`config.mk`:
```
export PLATFORM = sky130hd
export DESIGN_NAME = evc_top
export DESIGN_NICKNAME = d
export VERILOG_FILES = /design/src/logic/evc_pkg.sv /design/src/logic/evc_tracker.sv /design/src/logic/evc_top.sv
export SDC_FILE = /design/constraint.sdc
export NUM_CORES = 1
export LEC_CHECK = 0
export BUFFER_PORTS_ARGS = -buffer_cell sky130_fd_sc_hd__clkbuf_2
export CAP_MARGIN = 10
export CORE_UTILIZATION = 40
export CTS_CLUSTER_DIAMETER = 80
export CTS_CLUSTER_SIZE = 10
export DETAILED_ROUTE_END_ITERATION = 12
export GPL_TIMING_DRIVEN = 1
export PLACE_DENSITY = 0.64
export SYNTH_ARGS = -nofsm -noshare
export SYNTH_HDL_FRONTEND = slang
export SYNTH_SLANG_ARGS = --single-unit
```
`constraint.sdc`:
```
create_clock -name sys_clk_i -period 2.8 [get_ports sys_clk_i]
set_input_delay 0.42 -clock sys_clk_i [delete_from_list [all_inputs] [get_ports sys_clk_i]]
set_output_delay 0.42 -clock sys_clk_i [all_outputs]
set_load 0.005 [all_outputs]
```
`src/logic/evc_pkg.sv`:
```
// Purpose: constants for the extreme value capture and primary control block
// Assumes: byte-wide register port, offsets as printed
// Notes: shared by the top and the checker
package evc_pkg;
    // ***************************************************************
    // register offsets
    // ***************************************************************
    localparam logic [7:0] TEMP_LOW_MARK_HIGH_ADDR = 8'h1F;
    localparam logic [7:0] TEMP_LOW_MARK_LOW_ADDR = 8'h20;
    localparam logic [7:0] PEAK_BARO_HIGH_ADDR = 8'h21;
    localparam logic [7:0] PEAK_BARO_CENTRE_ADDR = 8'h22;
    localparam logic [7:0] PEAK_BARO_LOW_ADDR = 8'h23;
    localparam logic [7:0] TEMP_HIGH_MARK_HIGH_ADDR = 8'h24;
    localparam logic [7:0] TEMP_HIGH_MARK_LOW_ADDR = 8'h25;
    localparam logic [7:0] PRIMARY_CONTROL_ADDR = 8'h26;

    // ***************************************************************
    // primary control fields and reset values
    // ***************************************************************
    localparam int CTL_ALT_BIT = 7;
    localparam int CTL_RAW_BIT = 6;
    localparam int CTL_OS_HI = 5;
    localparam int CTL_OS_LO = 3;
    localparam int CTL_RST_BIT = 2;
    localparam int CTL_OST_BIT = 1;
    localparam int CTL_SBY_BIT = 0;
    localparam logic [7:0] CTL_RESET = 8'h00;
    localparam logic [7:0] REG_RESET = 8'h00;
    localparam logic [7:0] FRAC_MASK = 8'hF0;
    localparam logic [19:0] BARO_RESET = 20'h00000;
    localparam logic [11:0] TEMP_RESET = 12'h000;

    // ***************************************************************
    // widths and timing
    // ***************************************************************
    localparam int BARO_W = 20;
    localparam int TEMP_W = 12;
    localparam int OS_W = 3;
    localparam int BOOT_CYCLES = 4;
    localparam logic [2:0] BOOT_LAST = 3'h3;

    typedef enum logic [2:0]
    {
        EVC_IDLE = 3'b001,
        EVC_BOOT = 3'b010,
        EVC_SHOT = 3'b100
    } evc_state_t;
endpackage

```
`src/logic/evc_tracker.sv`:
```
// Purpose: keeps one running extreme of a sampled value
// Assumes: sample strobe and clear are single-cycle pulses
// Notes: signed or unsigned compare by the signed_i input
`timescale 1ns/1ps
module evc_tracker #(
    parameter int W = 20,
    parameter bit KEEP_MAX = 1'b1
)
(
    // clock and reset
    input wire logic sys_clk_i,
    input wire logic rst_i,
    // control
    input wire logic signed_i,
    input wire logic clear_i,
    input wire logic [W-1:0] load_i,
    input wire logic load_en_i,
    // sample
    input wire logic sample_vld_i,
    input wire logic [W-1:0] sample_i,
    // stored extreme
    output logic [W-1:0] value_o
);
    logic [W-1:0] value_r;
    wire s_gt = $signed(sample_i) > $signed(value_r);
    wire u_gt = sample_i > value_r;
    wire greater = signed_i ? s_gt : u_gt;
    wire lesser = !greater && (sample_i != value_r);
    wire take = sample_vld_i && (KEEP_MAX ? greater : lesser);

    always_ff @(posedge sys_clk_i)
    begin
        if (rst_i || clear_i)
            value_r <= '0;
        else if (take)
            value_r <= sample_i;
        else if (load_en_i)
            value_r <= load_i;
    end

    assign value_o = value_r;
endmodule

```
`src/logic/evc_top.sv`:
```
// Purpose: extreme value registers and primary control register
// Assumes: byte register port from the serial slave, one 20 MHz clock
// Notes: measurement engine is outside; it strobes results in and takes requests out
`timescale 1ns/1ps
//
// Contract
// (RL1) keep largest pressure or altitude reading
// (RL2) altimeter: signed metres, four-bit fraction
// (RL3) barometer: unsigned pascals, two-bit fraction
// (RL4) extremes zero at reset or zero write
// (RL5) keep lowest temperature reading
// (RL6) temperature signed, fraction bits 7 to 4
// (RL7) keep highest temperature reading
// (RL8) host changes control only in standby
// (RL9) mode bit: 0 barometer, 1 altimeter
// (RL10) raw mode: oversampling only, no correction
// (RL11) host keeps fifo off in raw
// (RL12) raw mode suppresses all interrupt functions
// (RL13) oversample ratio is two to field
// (RL14) active bit: 0 standby, 1 active
// (RL15) one-shot in standby self-clears after measurement
// (RL16) reset bit reloads defaults, reads zero
// (RL17) raw overrides altimeter selection
// (RL18) update extreme only when exceeded
module evc_top
(
    // clock and reset
    input wire logic sys_clk_i,
    input wire logic rst_i,
    // register port
    input wire logic reg_wr_i,
    input wire logic reg_rd_i,
    input wire logic [7:0] reg_addr_i,
    input wire logic [7:0] reg_wdata_i,
    output logic [7:0] reg_rdata_o,
    output logic reg_rvalid_o,
    // measurement engine results
    input wire logic meas_done_i,
    input wire logic [19:0] meas_baro_i,
    input wire logic [11:0] meas_temp_i,
    // measurement engine control
    output logic meas_start_o,
    output logic active_o,
    output logic altimeter_select_o,
    output logic raw_mode_o,
    output logic [2:0] oversample_exponent_o,
    output logic [7:0] oversample_ratio_o,
    output logic irq_enable_o,
    output logic serial_reset_o
);
    // ***************************************************************
    // control state
    // ***************************************************************
    logic alt_r;
    logic raw_r;
    logic [evc_pkg::OS_W-1:0] os_r;
    logic single_shot_trigger_r;
    logic active_select_r;
    logic [2:0] boot_cnt_r;
    evc_pkg::evc_state_t state_r;
    evc_pkg::evc_state_t state_nxt;
    logic [7:0] rdata_r;
    logic rvalid_r;
    logic start_r;
    logic srst_r;
    logic shot_busy_r;

    // ***************************************************************
    // decode
    // ***************************************************************
    wire wr_ctl = reg_wr_i && (reg_addr_i == evc_pkg::PRIMARY_CONTROL_ADDR);
    wire wr_pbh = reg_wr_i && (reg_addr_i == evc_pkg::PEAK_BARO_HIGH_ADDR);
    wire wr_pbc = reg_wr_i && (reg_addr_i == evc_pkg::PEAK_BARO_CENTRE_ADDR);
    wire wr_pbl = reg_wr_i && (reg_addr_i == evc_pkg::PEAK_BARO_LOW_ADDR);
    wire wr_tlh = reg_wr_i && (reg_addr_i == evc_pkg::TEMP_LOW_MARK_HIGH_ADDR);
    wire wr_tll = reg_wr_i && (reg_addr_i == evc_pkg::TEMP_LOW_MARK_LOW_ADDR);
    wire wr_thh = reg_wr_i && (reg_addr_i == evc_pkg::TEMP_HIGH_MARK_HIGH_ADDR);
    wire wr_thl = reg_wr_i && (reg_addr_i == evc_pkg::TEMP_HIGH_MARK_LOW_ADDR);
    wire wzero = (reg_wdata_i == evc_pkg::REG_RESET);
    wire soft_rst_req = wr_ctl && reg_wdata_i[evc_pkg::CTL_RST_BIT];
    wire booting = (state_r == evc_pkg::EVC_BOOT);
    wire boot_end = booting && (boot_cnt_r == evc_pkg::BOOT_LAST);
    // boot reloads every register with defaults
    wire blk_rst = rst_i || boot_end; // RL16
    // compensated results only feed the extremes
    wire comp_done = meas_done_i && !raw_r; // RL18 RL10

    // ***************************************************************
    // extreme trackers
    // ***************************************************************
    logic [19:0] peak_baro;
    logic [11:0] temp_low;
    logic [11:0] temp_high;
    logic [19:0] pb_load;
    logic [11:0] tl_load;
    logic [11:0] th_load;
    wire pb_clr = (wr_pbh || wr_pbc || wr_pbl) && wzero; // RL4
    wire tl_clr = (wr_tlh || wr_tll) && wzero; // RL4
    wire th_clr = (wr_thh || wr_thl) && wzero; // RL4
    // nonzero byte writes replace that byte; reserved low bits dropped
    assign pb_load = wr_pbh ? {reg_wdata_i, peak_baro[11:0]} :
                     wr_pbc ? {peak_baro[19:12], reg_wdata_i, peak_baro[3:0]} :
                     {peak_baro[19:4], reg_wdata_i[7:4]};
    assign tl_load = wr_tlh ? {reg_wdata_i, temp_low[3:0]} :
                     {temp_low[11:4], reg_wdata_i[7:4]};
    assign th_load = wr_thh ? {reg_wdata_i, temp_high[3:0]} :
                     {temp_high[11:4], reg_wdata_i[7:4]};

    // altimeter values compare signed, barometer unsigned
    evc_tracker #(.W(evc_pkg::BARO_W), .KEEP_MAX(1'b1)) u_peak_baro // RL1 RL2 RL3
    (
        .sys_clk_i(sys_clk_i),
        .rst_i(blk_rst),
        .signed_i(alt_r),
        .clear_i(pb_clr),
        .load_i(pb_load),
        .load_en_i((wr_pbh || wr_pbc || wr_pbl) && !wzero),
        .sample_vld_i(comp_done),
        .sample_i(meas_baro_i),
        .value_o(peak_baro)
    );

    evc_tracker #(.W(evc_pkg::TEMP_W), .KEEP_MAX(1'b0)) u_temp_low // RL5 RL6
    (
        .sys_clk_i(sys_clk_i),
        .rst_i(blk_rst),
        .signed_i(1'b1),
        .clear_i(tl_clr),
        .load_i(tl_load),
        .load_en_i((wr_tlh || wr_tll) && !wzero),
        .sample_vld_i(comp_done),
        .sample_i(meas_temp_i),
        .value_o(temp_low)
    );

    evc_tracker #(.W(evc_pkg::TEMP_W), .KEEP_MAX(1'b1)) u_temp_high // RL7 RL6
    (
        .sys_clk_i(sys_clk_i),
        .rst_i(blk_rst),
        .signed_i(1'b1),
        .clear_i(th_clr),
        .load_i(th_load),
        .load_en_i((wr_thh || wr_thl) && !wzero),
        .sample_vld_i(comp_done),
        .sample_i(meas_temp_i),
        .value_o(temp_high)
    );

    // ***************************************************************
    // read mux
    // ***************************************************************
    wire [7:0] ctl_rd = {alt_r, raw_r, os_r, 1'b0, single_shot_trigger_r, active_select_r};
    logic [7:0] rd_mux;
    always_comb
    begin
        case (reg_addr_i)
            evc_pkg::TEMP_LOW_MARK_HIGH_ADDR: rd_mux = temp_low[11:4];
            evc_pkg::TEMP_LOW_MARK_LOW_ADDR: rd_mux = {temp_low[3:0], 4'h0}; // RL6
            evc_pkg::PEAK_BARO_HIGH_ADDR: rd_mux = peak_baro[19:12];
            evc_pkg::PEAK_BARO_CENTRE_ADDR: rd_mux = peak_baro[11:4];
            evc_pkg::PEAK_BARO_LOW_ADDR: rd_mux = {peak_baro[3:0], 4'h0};
            evc_pkg::TEMP_HIGH_MARK_HIGH_ADDR: rd_mux = temp_high[11:4];
            evc_pkg::TEMP_HIGH_MARK_LOW_ADDR: rd_mux = {temp_high[3:0], 4'h0};
            evc_pkg::PRIMARY_CONTROL_ADDR: rd_mux = ctl_rd; // RL16
            default: rd_mux = evc_pkg::REG_RESET;
        endcase
    end

    // ***************************************************************
    // sequencer
    // ***************************************************************
    // boot runs a fixed count, then reloads all defaults
    always_comb
    begin
        case (state_r)
            evc_pkg::EVC_IDLE:
                state_nxt = soft_rst_req ? evc_pkg::EVC_BOOT : state_r;
            evc_pkg::EVC_BOOT:
                state_nxt = boot_end ? evc_pkg::EVC_IDLE : state_r;
            default:
                state_nxt = evc_pkg::EVC_IDLE;
        endcase
    end

    always_ff @(posedge sys_clk_i)
    begin
        if (rst_i)
        begin
            state_r <= evc_pkg::EVC_IDLE;
            boot_cnt_r <= 3'h0;
        end
        else
        begin
            state_r <= state_nxt;
            boot_cnt_r <= booting ? boot_cnt_r + 3'h1 : 3'h0;
        end
    end

    // ***************************************************************
    // primary control register
    // ***************************************************************
    // a trigger already pending does not restart the engine
    wire shot_req = wr_ctl && reg_wdata_i[evc_pkg::CTL_OST_BIT] && !single_shot_trigger_r;
    always_ff @(posedge sys_clk_i)
    begin
        if (blk_rst)
        begin
            alt_r <= 1'b0; // RL9
            raw_r <= 1'b0;
            os_r <= '0; // RL13
            active_select_r <= 1'b0; // RL14
            single_shot_trigger_r <= 1'b0;
        end
        else if (booting || soft_rst_req)
        begin
            active_select_r <= 1'b0; // RL16
        end
        else if (wr_ctl)
        begin
            // field changes are expected only from standby
            alt_r <= reg_wdata_i[evc_pkg::CTL_ALT_BIT]; // RL8 RL9
            raw_r <= reg_wdata_i[evc_pkg::CTL_RAW_BIT]; // RL10 RL11
            os_r <= reg_wdata_i[evc_pkg::CTL_OS_HI:evc_pkg::CTL_OS_LO]; // RL13
            active_select_r <= reg_wdata_i[evc_pkg::CTL_SBY_BIT]; // RL14
            single_shot_trigger_r <= reg_wdata_i[evc_pkg::CTL_OST_BIT];
        end
        else if (meas_done_i && shot_busy_r && !active_select_r)
        begin
            single_shot_trigger_r <= 1'b0; // RL15
        end
    end

    always_ff @(posedge sys_clk_i)
    begin
        if (blk_rst || booting)
            shot_busy_r <= 1'b0;
        else if (shot_req)
            shot_busy_r <= 1'b1; // RL15
        else if (meas_done_i)
            shot_busy_r <= 1'b0;
    end

    // ***************************************************************
    // outputs
    // ***************************************************************
    always_ff @(posedge sys_clk_i)
    begin
        if (rst_i)
        begin
            rdata_r <= evc_pkg::REG_RESET;
            rvalid_r <= 1'b0;
            start_r <= 1'b0;
            srst_r <= 1'b0;
        end
        else
        begin
            rdata_r <= reg_rd_i ? rd_mux : rdata_r;
            rvalid_r <= reg_rd_i;
            start_r <= shot_req && !booting; // RL15
            srst_r <= booting; // RL16
        end
    end

    // engine control outputs lag the register by one cycle
    logic act_q;
    logic alt_q;
    logic raw_q;
    logic irq_q;
    logic [2:0] os_q;
    logic [7:0] ratio_q;
    always_ff @(posedge sys_clk_i)
    begin
        if (rst_i)
        begin
            act_q <= 1'b0;
            alt_q <= 1'b0;
            raw_q <= 1'b0;
            irq_q <= 1'b0;
            os_q <= 3'h0;
            ratio_q <= 8'h01;
        end
        else
        begin
            act_q <= active_select_r || shot_busy_r; // RL14 RL15
            alt_q <= alt_r && !raw_r; // RL17
            raw_q <= raw_r; // RL10
            irq_q <= !raw_r; // RL12
            os_q <= os_r;
            ratio_q <= 8'h01 << os_r; // RL13
        end
    end

    assign reg_rdata_o = rdata_r;
    assign reg_rvalid_o = rvalid_r;
    assign meas_start_o = start_r;
    assign active_o = act_q;
    assign altimeter_select_o = alt_q;
    assign raw_mode_o = raw_q;
    assign oversample_exponent_o = os_q;
    assign oversample_ratio_o = ratio_q;
    assign irq_enable_o = irq_q;
    assign serial_reset_o = srst_r;
endmodule

```
==> results.toml, run 1 <==
[global_routing]
grt_overflow_total = 0
grtUsageTotal = 0.236
grt_pass1_wl_mm = 23.7
grt_max_degree = 28
grt_antenna_before_repair = 0
via_count_of_the_first_global_routing_pass = 4605

[final_layout]
layout.area.seq_um2 = 1660
filler_cell_count = 1198
final_design_area_no_fill_um2 = 6020
design.final.nets = 775
area_growth_syn_to_layout_pct = 19.6
share_of_final_layout_standard_cells_stronger_than_drive_strength_1 = 0.206
num_antenna_cells = 0
multi_input_gate_area_in_the_final_layout_um2 = 3060

[setup_path]
critical_path_arrival_ps = 2710
critical_path.slowest_cell = "o41ai_1"
endpoint = "u_peak_baro.value_o[2]"
r2r-end = "u_peak_baro.value_o[2]"
reg2regPathDepth = 10
reg2reg_setup_slack_ps = 340
cpPeakStageDelay_ps = 440
critPathLaunch = "u_peak_baro.value_o[1]"
timing.critical_path.cells = "inv_1 -> ha_1 -> nor2b_1 -> o211ai_1 -> a211oi_1 -> o41ai_1 -> a221o_1 -> buf_4 -> a21oi_1 -> a211oi_1"
timing.setup.critical_path_class = "reg -> reg"
critPathLaunchType = "flip-flop"
endpoint_kind = "flip-flop"
worst-endpoint-required_ps = 3050
timing.critical_path.mode_cell = "a211oi_1"
rr_startpoint = "u_peak_baro.value_o[1]"
critical_path_peak_fanout = 20

[clocking]
cts.reportedPaths.clkPinSlew_ps = 60
clk_root_buffer_cell = "clkbuf_16"
clock_sinks = 83
cts_tree = "built"
cts_resized = 0
ctsHtreeMaxLevel = 3
cts-root-to-sink-buffers = 2
cts.repair_timing.setup_buffer_count = 0
clk_latency_ps = 340
cts-hold-fix-buffers = 0
number_of_buffers_created_by_cts = 9

[drt]
highest-signal-layer = "met4"
route.detailed.wl_per_inst_um = 17.6
routed_wirelength_mm = 15.0
drc_errors = 0
drt-met1-wl_mm = 6.89
routed_antenna_nets = 0
dr.pass1.iters = 4
vias = 4789
post_drt_via_cell_ratio = 5.64
met2RoutedLength_mm = 6.74
route.met3.wl_um = 979
initialDrtViolationCount = 336

[power]
power.ir.vdd_worst_uv = 288
leakage_nw = 2.41
p_total_w = 0.00332
total_power_divided_by_cell_area_nw_per_um2 = 551

[timing]
timing.setup.tns_ps = 0
clock.fmax_ghz = 0.406
fin_worst_hold_slack_ps = 363
fin_crit_sh = 0.879
timing_max_transition_violations_final = 0
max-slew-margin-rel = 0.475
final_worst_path_period_need_ps = 2460
setup_repair_after_global_routing_missed_its_margin = "false"
finalSetupViolations = 0
fin_skew_ps = 7.85
worstMarginPinSlew_ps = 767
final_hold_viol_count = 0

[yosys]
yosys_most_used_dff = "dfxtp_1"
syn_avg_cell_area_um2 = 8.47
ys_async_sr_fraction = 0
synth.yosys.seq_area_share = 0.330
synth_enable_flop_cells = 0
yosysWarningCount = 0
netlist_instances = 594
synthesis.nets = 693
ys_types = 57
ys_seq_elements = 83
synthesis.area_um2 = 5030

[floorplan]
dieArea_um2 = 13000
die_height_um = 114
io-pin-count = 79
start_util = 0.414
fp.coreArea_um2 = 12200
die_span_x_um = 114
row_count = 40

[placement]
placedInstanceArea_um2 = 5700
port_bufs = 78
gp_routability_congestion = 0.915
detailed_place_hpwl_mm = 11.5

[job]
maxCapViolations = 0

[worst_hold_path]
hp-class = "in -> reg"

[outcome]
status = "completed"
==> worst min-delay path by stage <==
stage                         startpoint  slack [ps]  cells after the start                    end
final                     meas_temp_i[0]         360                      3  u_temp_low.value_o[0]
after detailed placement   boot_cnt_r[0]         420                      1          boot_cnt_r[0]
after floorplan            boot_cnt_r[0]         400                      1          boot_cnt_r[0]
after CTS                 meas_temp_i[0]         360                      3  u_temp_low.value_o[0]
after global placement     boot_cnt_r[0]         410                      1          boot_cnt_r[0]
after global routing      meas_temp_i[0]         390                      3  u_temp_low.value_o[0]
==> metal layers <==
layer	vias to the layer above	GRT usage
met4	0	0.0840
met3	28	0.0482
li1	2322	-
met2	178	0.371
met5	-	0
met1	2261	0.320
==> layout by cell type, fill, tap and decap left out, types with 3 or more instances in the layout <==
| cell type | instances |
|---|---|
| dfxtp_1 | 83 |
| clkbuf_2 | 78 |
| nor2_1 | 56 |
| a21oi_1 | 52 |
| inv_1 | 51 |
| ha_1 | 46 |
| mux2i_1 | 37 |
| a211oi_1 | 34 |
| nand2_1 | 30 |
| buf_4 | 24 |
| nor3_1 | 22 |
| nand3_1 | 16 |
| nor2b_1 | 15 |
| a22oi_1 | 14 |
| nand2b_1 | 11 |
| o21ai_0 | 10 |
| a21o_1 | 10 |
| clkbuf_16 | 9 |
| a221oi_1 | 7 |
| mux2_2 | 7 |
| nand4_1 | 6 |
| a31oi_1 | 4 |
| nand3b_1 | 3 |
| o211a_1 | 3 |
| and3_1 | 3 |
| a2111oi_0 | 3 |
| and2_1 | 3 |
==> metrics by stage <==
stage,cells,worst slack [ps],utilization
after floorplan,594,377,-
final,849,338,0.495
after global routing,849,48.4,0.495
after CTS,849,363,0.495
after global placement,833,208,0.469
after detailed placement,833,201,0.469
==> Yosys cell counts, types with 3 or more instances <==
| master | count | area share |
|---|---|---|
| nand3b_1 | 3 | 0.0045 |
| a31oi_1 | 4 | 0.0050 |
| inv_1 | 51 | 0.038 |
| and2_1 | 3 | 0.0037 |
| o21ai_0 | 10 | 0.0099 |
| clkbuf_1 | 21 | 0.016 |
| a221oi_1 | 7 | 0.012 |
| dfxtp_1 | 83 | 0.33 |
| nor3_1 | 22 | 0.022 |
| a2111oi_0 | 3 | 0.0052 |
| a21oi_1 | 52 | 0.052 |
| a211oi_1 | 34 | 0.051 |
| nand4_1 | 6 | 0.0075 |
| and3_1 | 3 | 0.0037 |
| nor2b_1 | 15 | 0.019 |
| o211a_1 | 3 | 0.0060 |
| nand2b_1 | 11 | 0.014 |
| nor4_1 | 3 | 0.0037 |
| a21o_1 | 10 | 0.015 |
| mux2i_1 | 37 | 0.074 |
| ha_1 | 46 | 0.11 |
| a22oi_1 | 14 | 0.021 |
| nor2_1 | 56 | 0.042 |
| buf_2 | 8 | 0.0080 |
| mux2_2 | 7 | 0.016 |
| nand2_1 | 30 | 0.022 |
| nand3_1 | 16 | 0.016 |
==> sequential cells by signal (all words and copies together) (netlist names), 2 cells and up <==
| name | flops |
|---|---|
| u_peak_baro.value_o | 20 |
| u_temp_high.value_o | 12 |
| state_r | 2 |
| os_r | 3 |
| oversample_ratio_o | 8 |
| boot_cnt_r | 3 |
| u_temp_low.value_o | 12 |
| oversample_exponent_o | 3 |
| reg_rdata_o | 8 |
==> critical path: cells and delay by family (launching register included) <==
kind | cells | cell delay (ps)
adder cells (fa/ha/maj) | 1 | 280
buffers and inverters | 2 | 310
AO/OA/AOI/OAI | 6 | 1270
AND/OR/NAND/NOR | 1 | 130
flip-flops | 1 | 370
==> final cells by class <==
cell class,count,area share
clock buffers,9,0.0374
clock inverters,7,0.0162
well taps,168,0.0349
inverters,52,0.0324
multi-input cells,428,0.508
repair buffers,102,0.0948
flip-flops and latches,83,0.276
==> cells by family after synthesis <==
logic type                 after synthesis  share of synthesized area
adders and majority gates               46                      0.114
AOI/OAI and AO/OA                      157                      0.213
buffers and inverters                   83                     0.0661
DFF                                     83                      0.330
and+or+nand+nor                        180                      0.182
muxes                                   45                     0.0937
==> power breakdown <==
group	internal, W	switching (W)
Combinational	0.000296	0.000391
Clock	0.000786	0.000506
Sequential	0.00126	0.0000778
Total	0.00234	0.000974
(Power assumes the default switching activity.)
==> run 2: changes to the inputs <==
Settings changed: PLACE_DENSITY 0.64 to 0.58.
==> results.toml, run 2 (same netlist as run 1, synthesis figures left out) <==
[outcome]
status = "completed"

[drt]
post_drt_via_cell_ratio = 5.59
met2RoutedLength_mm = 6.86
vias = 4752
drc_errors = 0
routed_antenna_nets = 0
route.met3.wl_um = 713
routed_wirelength_mm = 15.3
initialDrtViolationCount = 376
route.detailed.wl_per_inst_um = 17.9
drt-met1-wl_mm = 7.31
highest-signal-layer = "met4"
dr.pass1.iters = 5

[timing]
clock.fmax_ghz = 0.388
final_hold_viol_count = 0
final_worst_path_period_need_ps = 2580
setup_repair_after_global_routing_missed_its_margin = "false"
max-slew-margin-rel = 0.539
worstMarginPinSlew_ps = 674
finalSetupViolations = 0
timing.setup.tns_ps = 0
fin_worst_hold_slack_ps = 360
timing_max_transition_violations_final = 0
fin_skew_ps = 6.49
fin_crit_sh = 0.921
setup_ws_ps = 222

[final_layout]
share_of_final_layout_standard_cells_stronger_than_drive_strength_1 = 0.207
num_antenna_cells = 0
design.final.nets = 776
stdcell_count = 850
layout.core_utilization = 0.495
area_growth_syn_to_layout_pct = 19.5
mostFrequentLayoutCells = "83 x dfxtp_1, 78 x clkbuf_2, 56 x nor2_1"
mostFrequentLayoutCell = "dfxtp_1"
filler_cell_count = 1198
max_reg_flops = 20

[setup_path]
timing.critical_path.mode_cell = "a211oi_1"
critical_path_arrival_ps = 2840
timing.setup.critical_path_class = "reg -> reg"
cpPeakStageDelay_ps = 530
endpoint_kind = "flip-flop"
timing.critical_path.cells = "inv_1 -> ha_1 -> nor2b_1 -> o211ai_1 -> a211oi_1 -> o41ai_1 -> a221o_1 -> buf_4 -> a21oi_1 -> a211oi_1"
critical_path.slowest_cell = "o41ai_1"
critPathLaunchType = "flip-flop"
reg2reg_setup_slack_ps = 220
reg2regPathDepth = 10
critical_path_peak_fanout = 20
worst-endpoint-required_ps = 3060

[clocking]
number_of_buffers_created_by_cts = 9
cts-hold-fix-buffers = 0
clk_latency_ps = 350
clk_root_buffer_cell = "clkbuf_16"
ctsHtreeMaxLevel = 3
clock_sinks = 83
cts_tree = "built"
cts_resized = 0
cts.reportedPaths.clkPinSlew_ps = 60
cts-root-to-sink-buffers = 2
cts.repair_timing.setup_buffer_count = 0

[floorplan]
start_util = 0.414
die_span_x_um = 114
row_count = 40
die_height_um = 114
fp.coreArea_um2 = 12200
dieArea_um2 = 13000
io-pin-count = 79

[placement]
port_bufs = 78
detailed_place_hpwl_mm = 11.8
place_inst = 834
gp_routability_congestion = 0.905
preCtsSetupSlack_ps = 150

[worst_hold_path]
hp-class = "in -> reg"
min_delay_path_depth = 3

[power]
total_power_divided_by_cell_area_nw_per_um2 = 543
power.ir.vdd_worst_uv = 300
leakage_nw = 2.41

[global_routing]
grt_antenna_before_repair = 0
grt_pass1_wl_mm = 24.3
grt_overflow_total = 0
grt_max_degree = 27
via_count_of_the_first_global_routing_pass = 4600
grtUsageTotal = 0.247

[job]
maxCapViolations = 0
[run 2: cell count changes in the layout (fill, tap and decap cells not counted)]
| cell | previous run | this run |
|---|---|---|
| clkinv_2 | 1 | 0 |
| buf_4 | 24 | 25 |
| bufinv_16 | 2 | 1 |
| clkinv_4 | 0 | 1 |
| clkbuf_8 | 0 | 1 |
[run 2: final timing paths]
| path | startpoint | endpoint |
|---|---|---|
| min reg2reg | boot_cnt_r[0] | boot_cnt_r[0] |
| max | u_peak_baro.value_o[1] | u_peak_baro.value_o[2] |
| min | meas_temp_i[0] | u_temp_low.value_o[0] |
| max reg2reg | u_peak_baro.value_o[1] | u_peak_baro.value_o[2] |
[run 2: layout make-up]
| class | count | area, um2 | area share |
|---|---|---|---|
| multi-input cells | 428 | 3060 | 0.509 |
| flip-flops and latches | 83 | 1660 | 0.276 |
| repair buffers | 103 | 578 | 0.0961 |
| clock buffers | 10 | 239 | 0.0397 |
| well taps | 168 | 210 | 0.0349 |
| inverters | 52 | 195 | 0.0324 |
| clock inverters | 6 | 71.3 | 0.0119 |
[run 2: critical path, delay by kind of cell, from the launching register on]
| kind | cells | cell delay, ps |
|---|---|---|
| compound gates | 6 | 1380 |
| fa+ha+maj | 1 | 280 |
| buf+inv | 2 | 320 |
| flops | 1 | 370 |
| simple gates | 1 | 130 |
[run 2: metrics by stage]
stage	power, W	area [um2]
after detailed placement	0.00204	5710
after global placement	0.00202	5710
after floorplan	0.00180	5030
final	0.00327	6020
after CTS	0.00328	6020
after global routing	0.00343	6020
[run 2: routing by layer]
metal / GRT usage / up-vias
met3: 0.0328 / 25
met4: 0.0961 / 0
met1: 0.337 / 2270
met2: 0.396 / 131
li1: - / 2326
met5: 0 / -
[run 2: power by group]
group | internal (W) | total [W] | switching, W | leakage [nW]
logic | 0.000298 | 0.000686 | 0.000388 | 1.59
registers | 0.00126 | 0.00134 | 0.0000744 | 0.677
clock network | 0.000723 | 0.00124 | 0.000522 | 0.146
